===== config.mk =====
export PLATFORM = sky130hd
export DESIGN_NAME = pevr_regs
export DESIGN_NICKNAME = d
export VERILOG_FILES = /design/src/verilog/pevr_regs.v
export VERILOG_INCLUDE_DIRS = /design/src /design/src/verilog
export SDC_FILE = /design/constraint.sdc
export NUM_CORES = 1
export LEC_CHECK = 0
export ABC_AREA = 1
export BUFFER_PORTS_ARGS = -buffer_cell sky130_fd_sc_hd__buf_2
export CORE_MARGIN = 2
export CORE_UTILIZATION = 40
export DETAILED_ROUTE_END_ITERATION = 7
export GPL_TIMING_DRIVEN = 0
export PLACE_DENSITY = 0.75
export SLEW_MARGIN = 20
export SYNTH_ARGS = -nofsm -noshare
export SYNTH_HDL_FRONTEND = slang
export SYNTH_SLANG_ARGS = --single-unit

===== constraint.sdc =====
create_clock -name clk -period 1.2 [get_ports clk]
set_input_delay 0.18 -clock clk [delete_from_list [all_inputs] [get_ports clk]]
set_output_delay 0.18 -clock clk [all_outputs]
set_load 0.03 [all_outputs]

===== src/verilog/pevr_defs.vh =====
/*
 power event flags and general control register constants.
 assumes inclusion by bare name from the pevr design file.
*/
`ifndef PEVR_DEFS_VH
`define PEVR_DEFS_VH
`define PEVR_ADDR_W           8
`define PEVR_OFF_POWER_EVENT  8'h18
`define PEVR_OFF_GEN_CTRL     8'h1c
`define PEVR_OFF_INT_STATUS   8'h20
`define PEVR_OFF_INT_MASK     8'h24
`define PEVR_LANE_HI          31
`define PEVR_LANE_LO          24
`define PEVR_STRB_HI          3
`define PEVR_STRB_LO          0
`define PEVR_BIT_LINK_CHG     7
`define PEVR_BIT_WAKE_FRAME   6
`define PEVR_BIT_PKT_MATCH    5
`define PEVR_BIT_MGMT_READY   3
`define PEVR_BIT_MGMT_FORCE   2
`define PEVR_BIT_MGMT_BUSY    1
`define PEVR_BIT_WAKE_STATUS  0
`define PEVR_BIT_DEEP_PD      1
`define PEVR_BIT_CLKRUN_DIS   0
`define PEVR_IRQ_W            4
`define PEVR_IRQ_LINK         0
`define PEVR_IRQ_WAKE_FRAME   1
`define PEVR_IRQ_PKT_MATCH    2
`define PEVR_IRQ_WAKE         3
`define PEVR_ZERO8            8'h00
`define PEVR_ZERO32           32'h00000000
`define PEVR_ZERO4            4'h0
`endif


===== src/verilog/pevr_regs.v =====
/*
 power event flags and general control registers on an apb slave,
 with sticky interrupt status and mask.
 every event bit is one set-wins sticky flag of a small helper module.
 assumes one 250 mhz clock, synchronous inputs, aux_rst_n and rst_n
 both synchronous active low.
*/
// Function
// - an 8-bit power event register sits in bits 31:24 of the word at 18h.
// - bit 31 latches on link status change and clears on a written one.
// - bit 30 sets on any remote-wake frame regardless of enables and clears on a written one.
// - bit 29 sets on a packet filter match and clears on a written one.
// - bit 27 is software read/write and drives the manageability ready output.
// - bit 24 mirrors the wake event status and sets on any wake event.
// - in clearable variants a written one on bit 24 clears it, the mirror and the wake pin; zero does nothing.
// - the power event register's stored bits are zeroed only by the auxiliary reset; bits 26:25 follow mgmt_force_in and mgmt_busy_in.
// - an 8-bit general control register at 1ch has bits 7:2 reading zero and resets on bus reset.
// - control bit 1 with link down in d2 or d3 permits deep power down.
// - control bit 0 keeps the bus clock requested at all times.
`timescale 1ns/10ps
`include "pevr_defs.vh"
module pevr_regs #(
  parameter WAKE_CLEARABLE = 1
) (
  clk,
  rst_n,
  aux_rst_n,
  psel,
  penable,
  pwrite,
  paddr,
  pwdata,
  pstrb,
  prdata,
  pready,
  pslverr,
  link_up,
  wake_frame_rx,
  pkt_match_rx,
  wake_event,
  mgmt_force_in,
  mgmt_busy_in,
  power_state_low,
  manageability_ready,
  wake_status_out,
  wake_n,
  deep_power_down,
  clk_req_force,
  irq
);
  input  wire        clk;
  input  wire        rst_n;
  input  wire        aux_rst_n;
  input  wire        psel;
  input  wire        penable;
  input  wire        pwrite;
  input  wire [7:0]  paddr;
  input  wire [31:0] pwdata;
  input  wire [3:0]  pstrb;
  output reg  [31:0] prdata;
  output reg         pready;
  output reg         pslverr;
  input  wire        link_up;
  input  wire        wake_frame_rx;
  input  wire        pkt_match_rx;
  input  wire        wake_event;
  input  wire        mgmt_force_in;
  input  wire        mgmt_busy_in;
  input  wire        power_state_low;
  output reg         manageability_ready;
  output reg         wake_status_out;
  output reg         wake_n;
  output reg         deep_power_down;
  output reg         clk_req_force;
  output reg         irq;

  wire        link_chg_reg;
  wire        wake_frame_reg;
  wire        pkt_match_reg;
  reg         mgmt_ready_reg;
  wire        wake_status_reg;
  reg         link_prev_reg;
  reg         link_seen_reg;
  reg  [1:0]  gen_ctrl_reg;
  wire [3:0]  int_status_reg;
  reg  [3:0]  int_mask_reg;
  reg  [31:0] rdata_next;
  reg         err_next;

  wire        link_chg_clr;
  wire        wake_frame_clr;
  wire        pkt_match_clr;
  wire        wake_status_clr;
  wire [3:0]  int_status_clr;

  // apb decode; writes land on the completing edge
  wire access     = psel && penable && !pready;
  wire xfer_end   = psel && penable && pready;
  wire wr         = xfer_end && pwrite;
  wire wr_hi      = wr && pstrb[`PEVR_STRB_HI];
  wire wr_lo      = wr && pstrb[`PEVR_STRB_LO];
  wire hit_pe     = (paddr == `PEVR_OFF_POWER_EVENT);
  wire hit_gc     = (paddr == `PEVR_OFF_GEN_CTRL);
  wire hit_is     = (paddr == `PEVR_OFF_INT_STATUS);
  wire hit_im     = (paddr == `PEVR_OFF_INT_MASK);
  wire [7:0] pe_wb = pwdata[`PEVR_LANE_HI:`PEVR_LANE_LO];
  wire link_chg   = link_seen_reg && (link_up != link_prev_reg);
  wire pe_w1c     = wr_hi && hit_pe;
  wire is_w1c     = wr_lo && hit_is;
  wire [3:0] ev   = {wake_event, pkt_match_rx, wake_frame_rx, link_chg};
  wire [7:0] pe_value = {link_chg_reg, wake_frame_reg, pkt_match_reg, 1'b0,
                         mgmt_ready_reg, mgmt_force_in, mgmt_busy_in, wake_status_reg};

  // write-one-to-clear strobes
  assign link_chg_clr    = pe_w1c && pe_wb[`PEVR_BIT_LINK_CHG];
  assign wake_frame_clr  = pe_w1c && pe_wb[`PEVR_BIT_WAKE_FRAME];
  assign pkt_match_clr   = pe_w1c && pe_wb[`PEVR_BIT_PKT_MATCH];
  assign wake_status_clr = (WAKE_CLEARABLE != 0) && pe_w1c && pe_wb[`PEVR_BIT_WAKE_STATUS];
  assign int_status_clr  = is_w1c ? pwdata[`PEVR_IRQ_W-1:0] : `PEVR_ZERO4;

  // manageability ready and link edge tracking, aux reset domain
  always @(posedge clk) begin
    if (!aux_rst_n) begin
      mgmt_ready_reg <= 1'b0;
      link_prev_reg  <= 1'b0;
      link_seen_reg  <= 1'b0;
    end else begin
      link_prev_reg <= link_up;
      link_seen_reg <= 1'b1;
      if (pe_w1c) begin
        mgmt_ready_reg <= pe_wb[`PEVR_BIT_MGMT_READY];
      end
    end
  end

  // power event flags, reset only by the aux reset
  // bit 31, link status change
  pevr_sticky link_chg_u (
    .clk   (clk),
    .rst_n (aux_rst_n),
    .set   (link_chg),
    .clr   (link_chg_clr),
    .flag  (link_chg_reg)
  );

  // bit 30, remote-wake frame
  pevr_sticky wake_frame_u (
    .clk   (clk),
    .rst_n (aux_rst_n),
    .set   (wake_frame_rx),
    .clr   (wake_frame_clr),
    .flag  (wake_frame_reg)
  );

  // bit 29, packet filter match
  pevr_sticky pkt_match_u (
    .clk   (clk),
    .rst_n (aux_rst_n),
    .set   (pkt_match_rx),
    .clr   (pkt_match_clr),
    .flag  (pkt_match_reg)
  );

  // bit 24, wake event status
  pevr_sticky wake_status_u (
    .clk   (clk),
    .rst_n (aux_rst_n),
    .set   (wake_event),
    .clr   (wake_status_clr),
    .flag  (wake_status_reg)
  );

  // interrupt status, cleared by bus reset
  // link change
  pevr_sticky irq_link_u (
    .clk   (clk),
    .rst_n (rst_n),
    .set   (ev[`PEVR_IRQ_LINK]),
    .clr   (int_status_clr[`PEVR_IRQ_LINK]),
    .flag  (int_status_reg[`PEVR_IRQ_LINK])
  );

  // remote-wake frame
  pevr_sticky irq_wake_frame_u (
    .clk   (clk),
    .rst_n (rst_n),
    .set   (ev[`PEVR_IRQ_WAKE_FRAME]),
    .clr   (int_status_clr[`PEVR_IRQ_WAKE_FRAME]),
    .flag  (int_status_reg[`PEVR_IRQ_WAKE_FRAME])
  );

  // packet filter match
  pevr_sticky irq_pkt_match_u (
    .clk   (clk),
    .rst_n (rst_n),
    .set   (ev[`PEVR_IRQ_PKT_MATCH]),
    .clr   (int_status_clr[`PEVR_IRQ_PKT_MATCH]),
    .flag  (int_status_reg[`PEVR_IRQ_PKT_MATCH])
  );

  // wake event
  pevr_sticky irq_wake_u (
    .clk   (clk),
    .rst_n (rst_n),
    .set   (ev[`PEVR_IRQ_WAKE]),
    .clr   (int_status_clr[`PEVR_IRQ_WAKE]),
    .flag  (int_status_reg[`PEVR_IRQ_WAKE])
  );

  // bus reset domain: control, interrupts, bus
  always @(posedge clk) begin
    if (!rst_n) begin
      gen_ctrl_reg   <= 2'b00;
      int_mask_reg   <= `PEVR_ZERO4;
      prdata         <= `PEVR_ZERO32;
      pready         <= 1'b0;
      pslverr        <= 1'b0;
      irq            <= 1'b0;
    end else begin
      if (wr_lo && hit_gc) begin
        gen_ctrl_reg <= pwdata[1:0];
      end
      if (wr_lo && hit_im) begin
        int_mask_reg <= pwdata[3:0];
      end
      irq    <= |(int_status_reg & int_mask_reg);
      pready <= access;
      if (access) begin
        prdata  <= rdata_next;
        pslverr <= err_next;
      end else begin
        pslverr <= 1'b0;
      end
    end
  end

  // read mux and address decode
  always @* begin
    rdata_next = `PEVR_ZERO32;
    err_next   = 1'b0;
    if (hit_pe) begin
      rdata_next[`PEVR_LANE_HI:`PEVR_LANE_LO] = pe_value;
    end else if (hit_gc) begin
      rdata_next[1:0] = gen_ctrl_reg;
    end else if (hit_is) begin
      rdata_next[3:0] = int_status_reg;
    end else if (hit_im) begin
      rdata_next[3:0] = int_mask_reg;
    end else begin
      err_next = 1'b1;
    end
  end

  // pin outputs registered
  always @(posedge clk) begin
    if (!rst_n) begin
      deep_power_down <= 1'b0;
      clk_req_force   <= 1'b0;
    end else begin
      deep_power_down <= gen_ctrl_reg[`PEVR_BIT_DEEP_PD] && !link_up && power_state_low;
      clk_req_force   <= gen_ctrl_reg[`PEVR_BIT_CLKRUN_DIS];
    end
  end

  always @(posedge clk) begin
    if (!aux_rst_n) begin
      manageability_ready <= 1'b0;
      wake_status_out     <= 1'b0;
      wake_n              <= 1'b1;
    end else begin
      manageability_ready <= mgmt_ready_reg;
      wake_status_out     <= wake_status_reg;
      wake_n              <= !wake_status_reg;
    end
  end
endmodule

module pevr_sticky (
  clk,
  rst_n,
  set,
  clr,
  flag
);
  input  wire clk;
  input  wire rst_n;
  input  wire set;
  input  wire clr;
  output reg  flag;

  // set wins over a same-cycle clear
  always @(posedge clk) begin
    if (!rst_n) begin
      flag <= 1'b0;
    end else if (set) begin
      flag <= 1'b1;
    end else if (clr) begin
      flag <= 1'b0;
    end
  end
endmodule


==> results_dict.tcl <==
set metrics [dict create \
    status "complete, no violations" \
    ys.warnings.count 0 \
    hp-class "in2reg" \
    start_util 0.4141 \
    wl_met3_um 294 \
    antenna_found_initial 0 \
    drive_gt1_frac 0.3278 \
    fin_skew_ns 0.002900 \
    drc 0 \
    rows 23 \
    start_kind "flop" \
    maxCapViolCount 0 \
    peakVddDrop_mv 0.5690 \
    cp-end-kind "flop" \
    max_stage_delay_ns 0.39 \
    p_leak_uw 0.001166 \
    timing.hold.ws_ns 0.06386 \
    drt-total-wl_um 3727 \
    dieWidth_um 68.36 \
    dp_hpwl_um 2813 \
    dr.pass1.iters 4 \
    vias_per_cell 4.494 \
    path_buf_inv 1 \
    grt_pass1_vias 1321 \
    slew_viol_final 0 \
    wl_met1_um 1646 \
    synth_top_area_frac 0.4350 \
    syn_area_um2 1657 \
    clk_pin_slew_ns 0.07 \
    fmax_mhz 863.1 \
    yosysSeqAreaShare 0.4350 \
    largest_reg_flops 11 \
    grt_max_degree 11 \
    cts_tree "yes" \
    antennaDiodeCount 0 \
    ant_nets 0 \
    port_buffers 49 \
    setup_violations 0 \
    ys_top_cells_by_area "dfxtp_1 (44%), nand2_1 (11%), buf_4 (10%), nand3_1 (7.6%), a21oi_1 (5.7%)" \
    powerDensity_nw_per_um2 1144 \
    dpl_cell_area_um2 2041 \
    critPathSlowestCell "dfxtp_4" \
    vias 1582 \
    clock_latency_ns 0.28 \
    grt_overflow 0 \
    stdcell_area_um2 2176 \
    coreArea_um2 4000 \
    cp.arrival_ns 1.33 \
    hold_violations 0 \
    crit_type "reg2reg" \
    worstPathRequired_ns 1.37 \
    cp_top_family "simple AND/OR/NAND/NOR gates" \
    finalCriticalPeriod_ns 1.159 \
    area_growth_pct 31.34 \
    postSynthRegisterBits 36 \
    synth_top_area_cell "dfxtp_1" \
    route.top_layer_used "met4" \
    cts.sinks 36 \
    gr-usage-all-layers 0.1683 \
    die_area_um2 4672 \
    synthCells 224 \
    gp_congestion 0.8724 \
    ios 97 \
    nNetsFinal 359 \
    htreeDepth 2 \
    grt_pass1_wl_um 5830 \
    ctsRootBufferMaster "clkbuf_8" \
    synth_cell_types 23 \
    cts_buffer_depth 2 \
    synth_area_per_cell_um2 7.395 \
    die_y_um 68.36 \
    wl_per_cell_um 10.59 \
    numCtsBuffers 5 \
    postCtsHoldBufs 0 \
    period_share 0.9655 \
    met2_wirelength_um 1729 \
    drtIter0Drc 46 \
    crit_fanout 5 \
    crit_path_cell_trace "nand2_4 > nor3_4 > buf_4 > nand3_2 > nand2_1 > a21oi_1" \
]
==> layout by cell type (no fill, tap or decap), drive strengths merged <==
master	instances
buf	77
nand2	52
dfxtp	36
inv	26
nand3	25
nor2	23
conb	21
a21oi	19
o21ai	8
clkbuf	7
nor3	2
and2	1
nand4	1
and3b	1
a41oi	1
nand3b	1
xor2	1
==> cell families (layout without fill, tap and decap cells) <==
group / Yosys count / in the layout / synth area share
AOI/OAI and AO/OA: 28 / 28 / 0.08686
xor gates and xnor gates: 1 / 1 / 0.005288
buffers and inverters: 52 / 110 / 0.1745
DFF: 36 / 36 / 0.4350
other: 1 / 21 / 0.002264
and+or+nand+nor: 106 / 106 / 0.2961
==> power by group <==
| group | switching (uW) | internal (uW) | leakage (uW) | total, uW |
|---|---|---|---|---|
| Clock | 397 | 511 | 0.0000503 | 908 |
| Combinational | 214 | 122 | 0.000821 | 336 |
| Sequential | 20.0 | 1230 | 0.000295 | 1250 |
| Total | 631 | 1860 | 0.00117 | 2490 |
==> cell usage after synthesis, drive strengths merged <==
| master | n |
|---|---|
| dfxtp | 36 |
| and3b | 1 |
| and2 | 1 |
| o21ai | 8 |
| nor2 | 23 |
| nand3 | 25 |
| nand3b | 1 |
| nand2 | 52 |
| conb | 1 |
| a41oi | 1 |
| nand4 | 1 |
| a21oi | 19 |
| inv | 26 |
| buf | 26 |
| nor3 | 2 |
| xor2 | 1 |
==> worst paths after layout <==
check | endpoint | startpoint | depth (start not counted) | slack [ns]
setup / recovery | pkt_match_u.flag$_SDFFE_PN0P_ | pready$_SDFF_PN0_ | 6 | 0.04
hold / removal | link_seen_reg$_DFF_P_ | aux_rst_n | 1 | 0.06
hold reg to reg | wake_n$_SDFF_PN1_ | wake_status_u.flag$_SDFFE_PN0P_ | 1 | 0.43
setup reg to reg | pkt_match_u.flag$_SDFFE_PN0P_ | pready$_SDFF_PN0_ | 6 | 0.04
==> metal layers <==
metal / up-vias / global-route usage
met5: - / 0
met4: 0 / 0.06750
met3: 6 / 0.04441
met2: 56 / 0.2609
met1: 696 / 0.2213
li1: 824 / -
==> area by class of cell <==
cell class	count	area [um2]
Buffer	26	191.4
Multi-Input combinational cell	156	743.2
Inverter	26	97.59
Clock buffer	7	96.34
Sequential cell	36	724.4
Tap cell	50	62.56
Fill cell	422	1824
Timing Repair Buffer	51	260.3
==> stage by stage <==
stage	utilization	power, uW	instances	setup WS [ns]	TNS [ns]
after floorplan	-	1511	244	0.03517	0
after global placement	0.5102	1598	343	-0.02273	-0.06360
after detailed placement	0.5102	1601	343	-0.04026	-0.2277
after CTS	0.5343	2505	350	0.002534	0
after global routing	0.5439	2601	352	-0.02150	-0.04181
final	0.5439	2489	352	0.04136	0
==> what timing repair did <==
| item | CTS | global route |
|---|---|---|
| endpoints found under the setup margin | 3 | 11 |
| resized for setup | 0 | 7 |
| pin swaps | 1 | 5 |
| setup buffers | 0 | 2 |
| cloned | 0 | 0 |
No activity file was read; power rests on OpenSTA's default activity.
